$ cat config.mk
export PLATFORM = sky130hd
export DESIGN_NAME = pamux_top
export DESIGN_NICKNAME = d
export VERILOG_FILES = /design/src/inc/pamux_pkg.sv /design/src/inc/pamux_ovr_if.sv /design/src/rtl/pamux_ovr_gen.sv /design/src/rtl/pamux_top.sv
export SDC_FILE = /design/constraint.sdc
export NUM_CORES = 1
export LEC_CHECK = 0
export BUFFER_PORTS_ARGS = -buffer_cell sky130_fd_sc_hd__buf_2
export CAP_MARGIN = 0
export CORE_UTILIZATION = 45
export CTS_BUF_LIST = sky130_fd_sc_hd__clkbuf_8 sky130_fd_sc_hd__clkbuf_16
export CTS_CLUSTER_DIAMETER = 100
export CTS_CLUSTER_SIZE = 10
export DETAILED_ROUTE_END_ITERATION = 10
export HOLD_SLACK_MARGIN = 0.15
export PLACE_DENSITY = 0.65
export SLEW_MARGIN = 20
export SYNTH_ARGS = -nofsm -noshare
export SYNTH_HDL_FRONTEND = slang
export SYNTH_SLANG_ARGS = --single-unit
$ cat constraint.sdc
create_clock -name clk -period 4.25 [get_ports clk]
set_clock_uncertainty 0.15 [all_clocks]
set_input_delay 0.2125 -clock clk [delete_from_list [all_inputs] [get_ports clk]]
set_output_delay 0.2125 -clock clk [all_outputs]
set_load 0.02 [all_outputs]
$ cat src/inc/pamux_pkg.sv
// Constants, register map and types for the Port A external memory pin override
// ==========================================================================
// Summary of operation
// - With external memory on, pin n carries bit n of muxed address/data bus.
// - Pull-up override enable on every pin equals the external memory enable.
// - Pull-up override value is not(write or address), latch bit and global pull-up off.
// - Direction override enable on every pin equals the external memory enable.
// - Direction override value is write phase or address phase.
// - Level override enable on every pin equals the external memory enable.
// - Level override value is address bit during address, or write bit during write.
// - Input gate override enable is held low on all pins.
// - Input gate override value is tied low on all pins.
// - Each pin's input is routed to the memory interface as read data bit n.
// - Address phase is high exactly while the address is driven on the pins.
// - Without pull-up override, pull-up on only for direction 0, latch 1, off 0.
// - Driver follows direction bit unless direction override is enabled.
// - With level override enabled, pin level is override value, else latch.
package pamux_pkg;

	// ======================================================================
	// Widths and timing
	localparam int          PIN_COUNT      = 8;
	localparam int          BUS_AW         = 8;
	localparam int          BUS_DW         = 8;
	localparam int          CLK_PERIOD_NS  = 10;
	localparam int          ADDR_TIME_NS   = 20;
	localparam int          DATA_TIME_NS   = 30;
	localparam int          ADDR_CYC_RAW   = (ADDR_TIME_NS + CLK_PERIOD_NS - 1) / CLK_PERIOD_NS;
	localparam int          DATA_CYC_RAW   = (DATA_TIME_NS + CLK_PERIOD_NS - 1) / CLK_PERIOD_NS;
	localparam int          ADDR_CYC       = (ADDR_CYC_RAW < 1) ? 1 : ADDR_CYC_RAW;
	localparam int          DATA_CYC       = (DATA_CYC_RAW < 1) ? 1 : DATA_CYC_RAW;
	localparam int          CNT_W          = 4;

	// ======================================================================
	// Register offsets
	localparam logic [7:0]  REG_CTRL       = 8'h00;
	localparam logic [7:0]  REG_LATCH      = 8'h04;
	localparam logic [7:0]  REG_DIR        = 8'h08;
	localparam logic [7:0]  REG_PINS       = 8'h0C;
	localparam logic [7:0]  REG_MADDR      = 8'h10;
	localparam logic [7:0]  REG_MWDATA     = 8'h14;
	localparam logic [7:0]  REG_MCMD       = 8'h18;
	localparam logic [7:0]  REG_MSTAT      = 8'h1C;
	localparam logic [7:0]  REG_MRDATA     = 8'h20;

	// ======================================================================
	// Field positions
	localparam int          CTRL_EME_BIT   = 0;
	localparam int          CTRL_PUD_BIT   = 1;
	localparam int          CMD_START_BIT  = 0;
	localparam int          CMD_WRITE_BIT  = 1;
	localparam int          STAT_BUSY_BIT  = 0;
	localparam int          STAT_DONE_BIT  = 1;

	// ======================================================================
	// Reset values
	localparam logic [7:0]  BYTE_RESET     = 8'h00;
	localparam logic [7:0]  READ_ZERO      = 8'h00;

	typedef enum logic [1:0] {
		PAMUX_IDLE,
		PAMUX_ADDR,
		PAMUX_WRITE,
		PAMUX_READ
	} pamux_state_t;

endpackage

$ cat src/inc/pamux_ovr_if.sv
// Override signal bundle between the memory sequencer and the override generator
`timescale 1ns/1ps
interface pamux_ovr_if;
	logic       ext_mem_enable;
	logic       pullup_global_off;
	logic       address_phase;
	logic       write_phase;
	logic [7:0] addr_byte;
	logic [7:0] wdata_byte;
	logic [7:0] out_latch_bit;
	logic [7:0] pin_input_tap;
	logic [7:0] pullup_override_enable;
	logic [7:0] pullup_override_value;
	logic [7:0] direction_override_enable;
	logic [7:0] direction_override_value;
	logic [7:0] level_override_enable;
	logic [7:0] level_override_value;
	logic [7:0] input_gate_override_enable;
	logic [7:0] input_gate_override_value;
	logic [7:0] mem_read_data;

	modport gen (
		input  ext_mem_enable,
		input  pullup_global_off,
		input  address_phase,
		input  write_phase,
		input  addr_byte,
		input  wdata_byte,
		input  out_latch_bit,
		input  pin_input_tap,
		output pullup_override_enable,
		output pullup_override_value,
		output direction_override_enable,
		output direction_override_value,
		output level_override_enable,
		output level_override_value,
		output input_gate_override_enable,
		output input_gate_override_value,
		output mem_read_data
	);

	modport use_side (
		output ext_mem_enable,
		output pullup_global_off,
		output address_phase,
		output write_phase,
		output addr_byte,
		output wdata_byte,
		output out_latch_bit,
		output pin_input_tap,
		input  pullup_override_enable,
		input  pullup_override_value,
		input  direction_override_enable,
		input  direction_override_value,
		input  level_override_enable,
		input  level_override_value,
		input  input_gate_override_enable,
		input  input_gate_override_value,
		input  mem_read_data
	);
endinterface

$ cat src/rtl/pamux_ovr_gen.sv
// Override signal generator for the eight Port A pins
`timescale 1ns/1ps
module pamux_ovr_gen (
	pamux_ovr_if.gen ovr
);
	// ======================================================================
	// Override terms, one per pin
	genvar n;
	generate
		for (n = 0; n < pamux_pkg::PIN_COUNT; n++) begin : g_pin
			assign ovr.pullup_override_enable[n]     = ovr.ext_mem_enable;
			assign ovr.pullup_override_value[n]      = ~(ovr.write_phase | ovr.address_phase)
				& ovr.out_latch_bit[n] & ovr.pullup_global_off;
			assign ovr.direction_override_enable[n]  = ovr.ext_mem_enable;
			assign ovr.direction_override_value[n]   = ovr.write_phase | ovr.address_phase;
			assign ovr.level_override_enable[n]      = ovr.ext_mem_enable;
			assign ovr.level_override_value[n]       = (ovr.addr_byte[n] & ovr.address_phase)
				| (ovr.wdata_byte[n] & ovr.write_phase);
			assign ovr.input_gate_override_enable[n] = 1'b0;
			assign ovr.input_gate_override_value[n]  = 1'b0;
			assign ovr.mem_read_data[n]              = ovr.pin_input_tap[n];
		end
	endgenerate
endmodule

$ cat src/rtl/pamux_top.sv
// Port A pin control with external memory override, registers and access sequencer
//
// Strobed register access and the register offsets were decided locally.
`timescale 1ns/1ps
module pamux_top #(
	parameter int ADDR_CYC = pamux_pkg::ADDR_CYC,
	parameter int DATA_CYC = pamux_pkg::DATA_CYC
) (
	input  wire logic       clk,
	input  wire logic       rst,
	input  wire logic [7:0] bus_addr,
	input  wire logic [7:0] bus_wdata,
	input  wire logic       bus_we,
	input  wire logic       bus_re,
	output logic      [7:0] bus_rdata,
	input  wire logic       sleep_mode,
	input  wire logic [7:0] pin_in,
	output logic      [7:0] pin_out,
	output logic      [7:0] pin_oe_n,
	output logic      [7:0] pin_pullup_on,
	output logic      [7:0] pin_input_enable,
	output logic            address_phase,
	output logic            write_phase,
	output logic            read_phase
);
	// ======================================================================
	// Register state
	logic                      ext_mem_enable_q;
	logic                      pullup_global_off_q;
	logic [7:0]                out_latch_q;
	logic [7:0]                direction_q;
	logic [7:0]                mem_addr_q;
	logic [7:0]                mem_wdata_q;
	logic [7:0]                mem_rdata_q;
	logic                      mem_done_q;
	logic [7:0]                bus_rdata_q;
	logic [7:0]                sync1_q;
	logic [7:0]                sync2_q;
	logic [7:0]                sync3_q;
	logic [7:0]                pin_state_q;
	pamux_pkg::pamux_state_t   state_q;
	logic [pamux_pkg::CNT_W-1:0] cnt_q;
	logic                      start_req;
	logic                      start_write;
	logic                      access_end;
	logic [7:0]                drive_en;
	logic                      mem_cmd_write_q;

	// Local aliases of the sequencer states
	localparam pamux_pkg::pamux_state_t PAMUX_IDLE_A  = pamux_pkg::PAMUX_IDLE;
	localparam pamux_pkg::pamux_state_t PAMUX_ADDR_A  = pamux_pkg::PAMUX_ADDR;
	localparam pamux_pkg::pamux_state_t PAMUX_WRITE_A = pamux_pkg::PAMUX_WRITE;
	localparam pamux_pkg::pamux_state_t PAMUX_READ_A  = pamux_pkg::PAMUX_READ;

	pamux_ovr_if ovr ();

	// ======================================================================
	// Override generator
	pamux_ovr_gen u_gen (
		.ovr (ovr)
	);

	assign ovr.ext_mem_enable    = ext_mem_enable_q;
	assign ovr.pullup_global_off = pullup_global_off_q;
	assign ovr.address_phase     = address_phase;
	assign ovr.write_phase       = write_phase;
	assign ovr.addr_byte         = mem_addr_q;
	assign ovr.wdata_byte        = mem_wdata_q;
	assign ovr.out_latch_bit     = out_latch_q;
	assign ovr.pin_input_tap     = pin_in;

	// ======================================================================
	// Register writes
	always_ff @(posedge clk) begin
		if (rst) begin
			ext_mem_enable_q    <= 1'b0;
			pullup_global_off_q <= 1'b0;
		end else if (bus_we && bus_addr == pamux_pkg::REG_CTRL) begin
			ext_mem_enable_q    <= bus_wdata[pamux_pkg::CTRL_EME_BIT];
			pullup_global_off_q <= bus_wdata[pamux_pkg::CTRL_PUD_BIT];
		end
	end

	always_ff @(posedge clk) begin
		if (rst) begin
			out_latch_q <= pamux_pkg::BYTE_RESET;
		end else if (bus_we && bus_addr == pamux_pkg::REG_LATCH) begin
			out_latch_q <= bus_wdata;
		end
	end

	always_ff @(posedge clk) begin
		if (rst) begin
			direction_q <= pamux_pkg::BYTE_RESET;
		end else if (bus_we && bus_addr == pamux_pkg::REG_DIR) begin
			direction_q <= bus_wdata;
		end
	end

	// Address and write data held while an access runs
	always_ff @(posedge clk) begin
		if (rst) begin
			mem_addr_q  <= pamux_pkg::BYTE_RESET;
			mem_wdata_q <= pamux_pkg::BYTE_RESET;
		end else if (state_q == PAMUX_IDLE_A) begin
			if (bus_we && bus_addr == pamux_pkg::REG_MADDR) begin
				mem_addr_q <= bus_wdata;
			end
			if (bus_we && bus_addr == pamux_pkg::REG_MWDATA) begin
				mem_wdata_q <= bus_wdata;
			end
		end
	end

	// ======================================================================
	// Pin input filter: change accepted once second and third stages agree
	always_ff @(posedge clk) begin
		if (rst) begin
			sync1_q     <= pamux_pkg::BYTE_RESET;
			sync2_q     <= pamux_pkg::BYTE_RESET;
			sync3_q     <= pamux_pkg::BYTE_RESET;
			pin_state_q <= pamux_pkg::BYTE_RESET;
		end else begin
			sync1_q <= ovr.mem_read_data;
			sync2_q <= sync1_q;
			sync3_q <= sync2_q;
			for (int i = 0; i < pamux_pkg::PIN_COUNT; i++) begin
				if (sync2_q[i] == sync3_q[i]) begin
					pin_state_q[i] <= sync3_q[i];
				end
			end
		end
	end

	// ======================================================================
	// Access sequencer
	assign start_req   = bus_we && bus_addr == pamux_pkg::REG_MCMD
		&& bus_wdata[pamux_pkg::CMD_START_BIT] && ext_mem_enable_q
		&& state_q == PAMUX_IDLE_A;
	assign start_write = bus_wdata[pamux_pkg::CMD_WRITE_BIT];
	assign access_end  = (state_q == PAMUX_WRITE_A || state_q == PAMUX_READ_A)
		&& cnt_q == pamux_pkg::CNT_W'(DATA_CYC - 1);

	always_ff @(posedge clk) begin
		if (rst) begin
			state_q <= PAMUX_IDLE_A;
			cnt_q   <= '0;
		end else begin
			unique case (state_q)
				PAMUX_IDLE_A: begin
					cnt_q <= '0;
					if (start_req) begin
						state_q <= PAMUX_ADDR_A;
					end
				end
				PAMUX_ADDR_A: begin
					if (cnt_q == pamux_pkg::CNT_W'(ADDR_CYC - 1)) begin
						cnt_q   <= '0;
						state_q <= mem_cmd_write_q ? PAMUX_WRITE_A : PAMUX_READ_A;
					end else begin
						cnt_q <= cnt_q + 1'b1;
					end
				end
				PAMUX_WRITE_A, PAMUX_READ_A: begin
					if (access_end) begin
						cnt_q   <= '0;
						state_q <= PAMUX_IDLE_A;
					end else begin
						cnt_q <= cnt_q + 1'b1;
					end
				end
			endcase
		end
	end

	// Direction of the access taken with the start command
	always_ff @(posedge clk) begin
		if (rst) begin
			mem_cmd_write_q <= 1'b0;
		end else if (start_req) begin
			mem_cmd_write_q <= start_write;
		end
	end

	assign address_phase = state_q == PAMUX_ADDR_A;
	assign write_phase   = state_q == PAMUX_WRITE_A;
	assign read_phase    = state_q == PAMUX_READ_A;

	// Read data capture and done flag, set wins over clear
	always_ff @(posedge clk) begin
		if (rst) begin
			mem_rdata_q <= pamux_pkg::BYTE_RESET;
		end else if (access_end && state_q == PAMUX_READ_A) begin
			mem_rdata_q <= pin_state_q;
		end
	end

	always_ff @(posedge clk) begin
		if (rst) begin
			mem_done_q <= 1'b0;
		end else if (access_end) begin
			mem_done_q <= 1'b1;
		end else if (bus_we && bus_addr == pamux_pkg::REG_MSTAT
			&& bus_wdata[pamux_pkg::STAT_DONE_BIT]) begin
			mem_done_q <= 1'b0;
		end
	end

	// ======================================================================
	// Pin resolution per pin
	genvar n;
	generate
		for (n = 0; n < pamux_pkg::PIN_COUNT; n++) begin : g_pin
			assign drive_en[n] = ovr.direction_override_enable[n]
				? ovr.direction_override_value[n] : direction_q[n];
			assign pin_oe_n[n] = ~drive_en[n];
			assign pin_out[n]  = ovr.level_override_enable[n]
				? ovr.level_override_value[n] : out_latch_q[n];
			assign pin_pullup_on[n] = ovr.pullup_override_enable[n]
				? ovr.pullup_override_value[n]
				: (~direction_q[n] & out_latch_q[n] & ~pullup_global_off_q);
			assign pin_input_enable[n] = ovr.input_gate_override_enable[n]
				? ovr.input_gate_override_value[n] : ~sleep_mode;
		end
	endgenerate

	// ======================================================================
	// Register reads, data in the cycle after the strobe
	always_ff @(posedge clk) begin
		if (rst) begin
			bus_rdata_q <= pamux_pkg::READ_ZERO;
		end else if (bus_re) begin
			unique case (bus_addr)
				pamux_pkg::REG_CTRL: begin
					bus_rdata_q <= pamux_pkg::READ_ZERO;
					bus_rdata_q[pamux_pkg::CTRL_EME_BIT] <= ext_mem_enable_q;
					bus_rdata_q[pamux_pkg::CTRL_PUD_BIT] <= pullup_global_off_q;
				end
				pamux_pkg::REG_LATCH:  bus_rdata_q <= out_latch_q;
				pamux_pkg::REG_DIR:    bus_rdata_q <= direction_q;
				pamux_pkg::REG_PINS:   bus_rdata_q <= pin_state_q;
				pamux_pkg::REG_MADDR:  bus_rdata_q <= mem_addr_q;
				pamux_pkg::REG_MWDATA: bus_rdata_q <= mem_wdata_q;
				pamux_pkg::REG_MSTAT: begin
					bus_rdata_q <= pamux_pkg::READ_ZERO;
					bus_rdata_q[pamux_pkg::STAT_BUSY_BIT] <= state_q != PAMUX_IDLE_A;
					bus_rdata_q[pamux_pkg::STAT_DONE_BIT] <= mem_done_q;
				end
				pamux_pkg::REG_MRDATA: bus_rdata_q <= mem_rdata_q;
				default:               bus_rdata_q <= pamux_pkg::READ_ZERO;
			endcase
		end else begin
			bus_rdata_q <= pamux_pkg::READ_ZERO;
		end
	end

	assign bus_rdata = bus_rdata_q;

endmodule

Yosys cells after proc, flatten, opt, wreduce, memory -nomap -nowiden
Cells that the tools add are included.
Word-level totals
  RAM bits: 0
  input bits: 29
  memories: 0
  bits in registers: 90
  latch bits: 0
  word-level logic and storage cells: 183
  bits in read-only memories: 0
  output and inout bits: 43
Cells by class
  divide/modulo/power cells: 0
  shifts and indexed selects: 0
  reductions and logical operators: 23
  multipliers: 0
  $lt $le $gt $ge: 0
  eq/ne operators: 24
  multiplexer cells: 35
  bitwise logic cells: 77
  add/sub/neg operators: 1
Operators by type and width (count)
  $pmux W8 S8: 1
  $and A1 B1 Y1: 48
  $eq A8 B5 Y1 const B: 4
  $mux W1: 27
  $not A1 Y1: 20
  $eq A8 B4 Y1 const B: 2
  $logic_and A1 B1 Y1: 13
  $pmux W4 S3: 1
  $or A1 B1 Y1: 9
  $eq A1 B1 Y1: 8
  $eq A8 B3 Y1 const B: 1
  $eq A8 B6 Y1 const B: 1
  $logic_not A8 Y1: 1
  $mux W4: 2
  $mux W2: 3
  $ne A2 B2 Y1 const B: 3
  $pmux W2 S3: 1
  $add A4 B1 Y4 const B: 1
  $eq A2 B2 Y1 const B: 2
  $eq A4 B1 Y1 const B: 1
  $eq A4 B2 Y1 const B: 1
  $reduce_and A2 Y1: 2
  $reduce_bool A2 Y1: 2
  $reduce_or A2 Y1: 2
  4 further kinds: 4

Logic depth before layout (Yosys ltp)
Gate-level depths: netlist of the first run.
  depth after elaboration: 7
  depth in mapped cells: 7
  mapped depth without buffers: 6

Cells and area by module
A second synthesis of the first run with hierarchy kept.
Unflattened totals
  cells, all modules: 502
  area total of the unflattened synthesis: 4628.2 µm²
Modules (own cells, without submodules)
  pamux_top: area each 3990.1 µm², times used 1, cells an instance 427
  pamux_ovr_gen: area each 638.1 µm², times used 1, cells an instance 75

Worst setup path before layout of the first run
No wires, ideal clock.
  path type: register to output
  start: register state_q[1]
  end: output pin_out[0]
  arrival: 1.507 ns
  required time: 3.888 ns
  slack: 2.381 ns
  stages on the path, launching flop included: 6
  cell sequence: dfxtp_1 inv_1 ha_1 clkbuf_1 a22oi_1 a21oi_1
On the way
  word-level cells in the longest chain between the ends: 4
RTL lines
  from (decl): RTL line pamux_top.sv:41  | pamux_pkg::pamux_state_t state_q;
  from (signal assigned): RTL line pamux_top.sv:159  | state_q <= mem_cmd_write_q ? PAMUX_WRITE_A : PAMUX_READ_A;
  $eq A2 B1 Y1: RTL line pamux_top.sv:185  | assign address_phase = state_q == PAMUX_ADDR_A;
  named net address_phase: RTL line pamux_top.sv:22  | output logic address_phase,
  $and A1 B1 Y1: RTL line pamux_ovr_gen.sv:17  | assign ovr.level_override_value[n] = (ovr.addr_byte[n] & ovr.address_phase)
  $or A1 B1 Y1: RTL line pamux_ovr_gen.sv:18  | | (ovr.wdata_byte[n] & ovr.write_phase);
  $mux W1: RTL line pamux_top.sv:218  | ? ovr.level_override_value[n] : out_latch_q[n];
  to (decl): RTL line pamux_top.sv:18  | output logic [7:0] pin_out,
The timed path passes the listed nets, and every way through them passes these cells.

Worst setup path in the final report of the first run
  start: register ext_mem_enable_q
  end: output pin_pullup_on[5]
On the way
  word-level cells in the longest chain between the ends: 1
RTL lines
  from (decl): RTL line pamux_top.sv:28  | logic ext_mem_enable_q;
  from (signal assigned): RTL line pamux_top.sv:79  | ext_mem_enable_q <= bus_wdata[pamux_pkg::CTRL_EME_BIT];
  $mux W1: RTL line pamux_top.sv:220  | ? ovr.pullup_override_value[n]
  to (decl): RTL line pamux_top.sv:20  | output logic [7:0] pin_pullup_on,
No other way between the ends.

==> run metrics, run 1 <==
status finished with violations; failing checks DRC; Die Wd roughly 98 um; yosys warns 0; Critical Path AT 2.22 ns; via/cell ratio ~5.4; CTS Buf Count 9; Gate power share roughly 7.4%; number of distinct library cells after synthesis 48; Syn Area/Cell between 9 and 10 um2; Flop pwr share a little over half; nets approximately 560; pwr/cell area between 300 and 400 nW/um2; Least-Margin Pin Slew between 0.8 and 0.9 ns; Antenna Nets Post-Route 0; all-layer global routing usage 21.1%; Pint about 1.2 mW; chip height 97.7 um; number of global-route vias before repair 3269; port buffer count 71; Vias about 3400; Worst Path Buf+Inv 1; Max Fclk 0.387 GHz; final hold vios 0; total gr overflow 0; most common cell after layout, fill and taps aside dfxtp_1; Initial Utilization 46.8%; critical path required time about 3.9 ns; #FFs+latches synth 90; synthesized area approximately 4100 um2; GPL Wtd Cong roughly 0.88; final setup violation count 0; die area 9540 um2; register area share after synthesis a little over two fifths; clock sink count 90; Primary FF master, synth dfxtp_1; crit path cell chain nand2_1, nor2_1, o21a_1, buf_2; power share of the clock group a little under two fifths; post-DR wirelength/cell about 15 um; initial antenna violation count 0; final setup TNS 0 ns; Worst-Skew Late Latency roughly 0.37 ns; Mapped Nets around 490; drt first pass iters 8; Min-Delay Path Class in2reg; clock slew at reported path FFs approximately 0.090 ns; EDFF count, synth 0; Core ar. about 9000 um2; cells after synthesis between 400 and 500; H-tree depth 3; Max-slew headroom a little under half; clock buffer depth 2; Max stage delay cell, worst path dfxtp_1; final slew viol count 0; period utilization between 60% and 70%; area delta synth->final 17.4%; Ports 72; switching portion of total power 25.3%; diode count 0; dpl cell area around 4500 um2; Final Cell Area ~4800 um2; max cap viols 0; CP Max Fanout 23; CP delay by family, top flip-flops; proportion of layout cells with a drive suffix above 1 between 10% and 20%; critical path's largest stage delay 0.86 ns; CP Capture Type output pin; row count 34; LEAKAGE just over 2 nW; CTS Root Cell clkbuf_8; First DRT Iteration DRCs ~190; crit path launch type register; drt drc 12; DP Cell Count between 500 and 600; clock period minus final worst setup slack around 2.6 ns; crit path kind reg2out; total net switching power roughly 0.40 mW; Peak VDD IR 221 uV; hpwl dp 6920 um; largest net degree at the start of global routing 44; non-filler instance count after layout 632; post-detailed-routing wire length approximately 9600 um; CTS tree built; most frequent cells in the layout dfxtp_1, nor2_1, buf_2, mux2i_1, a21oi_1; Post-CTS Resized 0; asr flop ratio synth 0%; RSZ-0062 raised after global routing no; first-pass GRT wire length 15900 um
==> area by class of cell <==
class / instances / area (um2)
clock buffer: 9 / 124
clock inverter: 7 / 82.6
fill: 823 / 3970
inverter: 7 / 26.3
multi-input combinational: 322 / 2130
sequential: 90 / 1800
tap: 108 / 135
timing repair buffer: 89 / 533
==> power groups by stage <==
stage	Clock, mW	Combinational [mW]	Sequential (mW)
3_3_place_gp	0	0.104	0.879
4_1_cts	0.629	0.117	0.859
6_report	0.607	0.117	0.859
2_1_floorplan	0	0.0722	0.877
5_1_grt	0.664	0.128	0.861
3_5_place_dp	0	0.105	0.879
==> metal layers <==
| metal | vias up | wire (um) | GRT usage (%) |
|---|---|---|---|
| met2 | 106 | 4710 | 35.8 |
| met5 | - | 0 | 0 |
| li1 | 1687 | - | - |
| met4 | 0 | 222 | 10.1 |
| met3 | 15 | 469 | 3.88 |
| met1 | 1628 | 4190 | 25.7 |
==> cells by family after synthesis <==
| family | count (synthesis) | share of synthesized area [%] |
|---|---|---|
| compound gates | 85 | 12.6 |
| fa+ha+maj | 9 | 2.73 |
| xor+xnor | 2 | 0.425 |
| mux | 59 | 14.6 |
| flops | 90 | 43.8 |
| buf+inv | 38 | 4.44 |
| simple gates | 167 | 21.5 |
==> cells in the mapped netlist (2+ instances only) <==
| library cell | number | area share, % |
|---|---|---|
| dfxtp_1 | 90 | 44 |
| nor2_1 | 75 | 6.8 |
| mux2i_1 | 52 | 13 |
| a21oi_1 | 38 | 4.6 |
| nor2b_1 | 30 | 4.6 |
| nand2_1 | 19 | 1.7 |
| clkbuf_1 | 16 | 1.5 |
| o21ai_0 | 16 | 1.9 |
| nand3b_1 | 10 | 1.8 |
| ha_1 | 9 | 2.7 |
| o21a_1 | 9 | 1.6 |
| a22oi_1 | 8 | 1.5 |
| buf_4 | 7 | 1.3 |
| inv_1 | 7 | 0.64 |
| mux2_2 | 7 | 1.9 |
| nand3_1 | 6 | 0.73 |
| and2_1 | 5 | 0.76 |
| buf_2 | 5 | 0.61 |
| and3_1 | 3 | 0.46 |
| nand2b_1 | 3 | 0.46 |
| a22o_1 | 2 | 0.43 |
| a32o_1 | 2 | 0.49 |
| buf_1 | 2 | 0.18 |
| nand3_2 | 2 | 0.49 |
| nor3b_1 | 2 | 0.36 |
| nor4_1 | 2 | 0.30 |
| o22ai_1 | 2 | 0.30 |
==> stage by stage <==
| step | power (mW) | setup WS, ns | hold WS [ns] | utilization (%) |
|---|---|---|---|---|
| 4_1_cts | 1.60 | 1.66 | 0.174 | 54.9 |
| 5_1_grt | 1.65 | 1.46 | 0.214 | 54.9 |
| 3_5_place_dp | 0.983 | 2.04 | 0.274 | 50.6 |
| 2_1_floorplan | 0.949 | 2.38 | 0.191 | - |
| 6_report | 1.58 | 1.67 | 0.193 | 54.9 |
| 3_3_place_gp | 0.982 | 2.08 | 0.273 | 50.6 |
==> state kept, by name, summed over array words and instances (netlist names), 8 cells and up <==
| signal | cells |
|---|---|
| direction_q | 8 |
| pin_state_q | 8 |
| mem_addr_q | 8 |
| sync1_q | 8 |
| sync3_q | 8 |
| mem_wdata_q | 8 |
| mem_rdata_q | 8 |
| bus_rdata | 8 |
| out_latch_q | 8 |
| sync2_q | 8 |
==> repair_timing <==
item | CTS | global route
endpoints found under the hold margin | 44 | 0
buffers inserted | 0 | 0
hold buffers | 17 | 0
==> worst min-delay path, cell delays in order <==
cell and delay [ns]:
buf_2 0.18, nor2_1 0.11, a211o_1 0.10, a21oi_1 0.06
==> final timing paths <==
check	slack [ns]	from	end	cells after the start
max	1.67	ext_mem_enable_q	pin_pullup_on[5]	4
min	0.19	bus_addr[3]	bus_rdata[0]	4
max reg2reg	2.02	ext_mem_enable_q	state_q[0]	4
min reg2reg	0.29	sync1_q[2]	sync2_q[2]	1
No activity file was read; power rests on OpenSTA's default activity.
==> inputs of run 2 (changes only) <==
- clock period: 4.25 -> 2.7 ns (I/O delays scaled with it)
==> run 2 against run 1 <==
Against the previous run: sequential share of layout area shrank 0.99 points; sequential power grew 57%; total power grew 62%; highest routed layer unchanged; worst setup slack lost 1.3 ns; the flow still finishes with violations (DRC); largest power group unchanged.
==> run metrics, run 2 (synthesis gave the netlist of run 1 again) <==
clock slew at reported path FFs 0.09 ns (about the same); setup repair bufs after CTS 0 (unchanged); row count 34 (unchanged); multi-input combinational cell area 2130 um2 (unchanged); final setup TNS 0 ns (unchanged); Worst-Skew Late Latency 0.35 ns (-0.02 ns); power share of the clock group 39.5% (+1.2 points); Worst Path Buf+Inv 2 (+1); Critical Path AT 2.06 ns (-0.16 ns); # fillers 832 (+1.1%); Vias 3387 (-1.4%); switching portion of total power 22.9% (-2.5 points); post-DR wirelength/cell 14.8 um (-2.4%); Max stage delay cell, worst path nor2_1; largest net degree at the start of global routing 38 (-14%); CTS tree built; status finished with violations; Min-Delay Path Class in2reg; failing checks DRC; Die Wd 97.7 um (unchanged); crit path cell chain inv_1, ha_1, nor2_1, o21a_1, buf_2; all-layer global routing usage 20.7% (-0.42 points); wl on met1 4230 um (+0.95%); Peak VDD IR 340 uV (+54%); critical path's largest stage delay 0.51 ns (-0.35 ns); chip height 97.7 um (unchanged); LEAKAGE 2.13 nW (+3.9%); CP Capture Type output pin; Max-slew headroom 57.6% (+12 points); area delta synth->final 20.6%; clock buffer depth 2 (unchanged); hpwl dp 6870 um (-0.80%); Antenna Nets Post-Route 0 (unchanged); total net switching power 0.586 mW (+46%); clock period minus final worst setup slack roughly 2.3 ns; First DRT Iteration DRCs 134 (-30%); RSZ-0062 raised after global routing no; CTS Buf Count 9 (unchanged); final setup violation count 0 (unchanged); pwr/cell area 516 nW/um2 (+57%); most common cell after layout, fill and taps aside dfxtp_1; max cap viols 0 (unchanged); port buffer count 71 (unchanged); total gr overflow 0 (unchanged); number of global-route vias before repair 3261 (-0.24%); Flop pwr share 52.8% (-1.5 points); CP delay by family, top simple AND/OR/NAND/NOR gates; Initial Utilization 46.8% (unchanged); uppermost routed layer met4; post-detailed-routing wire length 9530 um (-0.55%); Max Fclk about 0.43 GHz; nets 569 (+2.2%); die area 9540 um2 (unchanged); proportion of layout cells with a drive suffix above 1 19.6% (+0.12 points); Met3 Routed Length 392 um (-16%); Core ar. 8810 um2 (unchanged); diode count 0 (unchanged); clock sink count 90 (unchanged); most frequent cells in the layout dfxtp_1, nor2_1, buf_2, mux2i_1, a21oi_1; critical path required time 2.41 ns (-1.48 ns); final hold vios 0 (unchanged); crit path launch type register; Least-Margin Pin Slew 0.634 ns (-0.178 ns); initial antenna violation count 0 (unchanged); met2 WL post-DR 4780 um (+1.6%); Pint 1.97 mW (+67%); period utilization between 80 and 90%; first-pass GRT wire length 15700 um (-1.2%); drt first pass iters 7 (-1); GPL Wtd Cong 0.846 (-3.7%); crit path kind reg2out; drt drc 12 (unchanged); Post-CTS Resized 0 (unchanged); Gate power share 7.7% (+0.3 points); H-tree depth 3 (unchanged); CTS Root Cell clkbuf_8; Ports 72 (unchanged); WHS 0.171 ns (-0.0223 ns); CP Max Fanout 8 (-65%); via/cell ratio 5.26 (-3.3%); register area 1800 um2 (unchanged); final slew viol count 0 (unchanged)
[run 2: cell type report]
cell class              count  area share (%)
well taps                 108            2.72
repair buffers            101            13.0
clock buffers              10            2.77
multi-input cells         322            42.9
clock inverters             6            1.76
flip-flops and latches     90            36.3
inverters                   7           0.529
[run 2: worst min-delay path, delay by kind of cell]
kind,cells,cell delay [ns]
buffers and inverters,1,0.14
and+or+nand+nor,2,0.17
AOI/OAI and AO/OA,2,0.18
[run 2: repair_timing]
item	4_1_cts	5_1_grt
hold buffers	26	0
endpoints found under the hold margin	57	0
endpoints found under the setup margin	0	0
[run 2: per-stage QoR]
stage / power (mW) / instance area, um2 / instances / util, % / setup WS [ns]
2_1_floorplan: 1.49 / 4120 / 450 / - / 0.851
3_3_place_gp: 1.55 / 4480 / 602 / 50.9 / 0.651
3_5_place_dp: 1.55 / 4480 / 602 / 50.9 / 0.582
4_1_cts: 2.58 / 4970 / 644 / 56.4 / 0.243
5_1_grt: 2.66 / 4970 / 644 / 56.4 / 0.168
6_report: 2.56 / 4970 / 644 / 56.4 / 0.353
[run 2: layer usage]
layer  track usage (%)  vias up
li1                  -     1716
met1              25.3     1583
met2              36.2       77
met3              4.75       11
met4              5.71        0
met5                 0        -
[run 2: final timing paths]
kind	from	to	slack, ns	cells after the start
max	state_q[0]	pin_pullup_on[7]	0.35	5
min	bus_addr[1]	state_q[0]	0.17	5
max reg2reg	state_q[0]	state_q[0]	0.69	6
min reg2reg	sync1_q[5]	sync2_q[5]	0.28	1
[run 2: power by group through the flow]
stage	sequential, mW	clock (mW)	combinational [mW]
finish	1.35	1.01	0.197
CTS	1.35	1.04	0.196
global placement	1.38	0	0.165
global route	1.35	1.09	0.215
detailed placement	1.38	0	0.167
floorplan	1.38	0	0.114
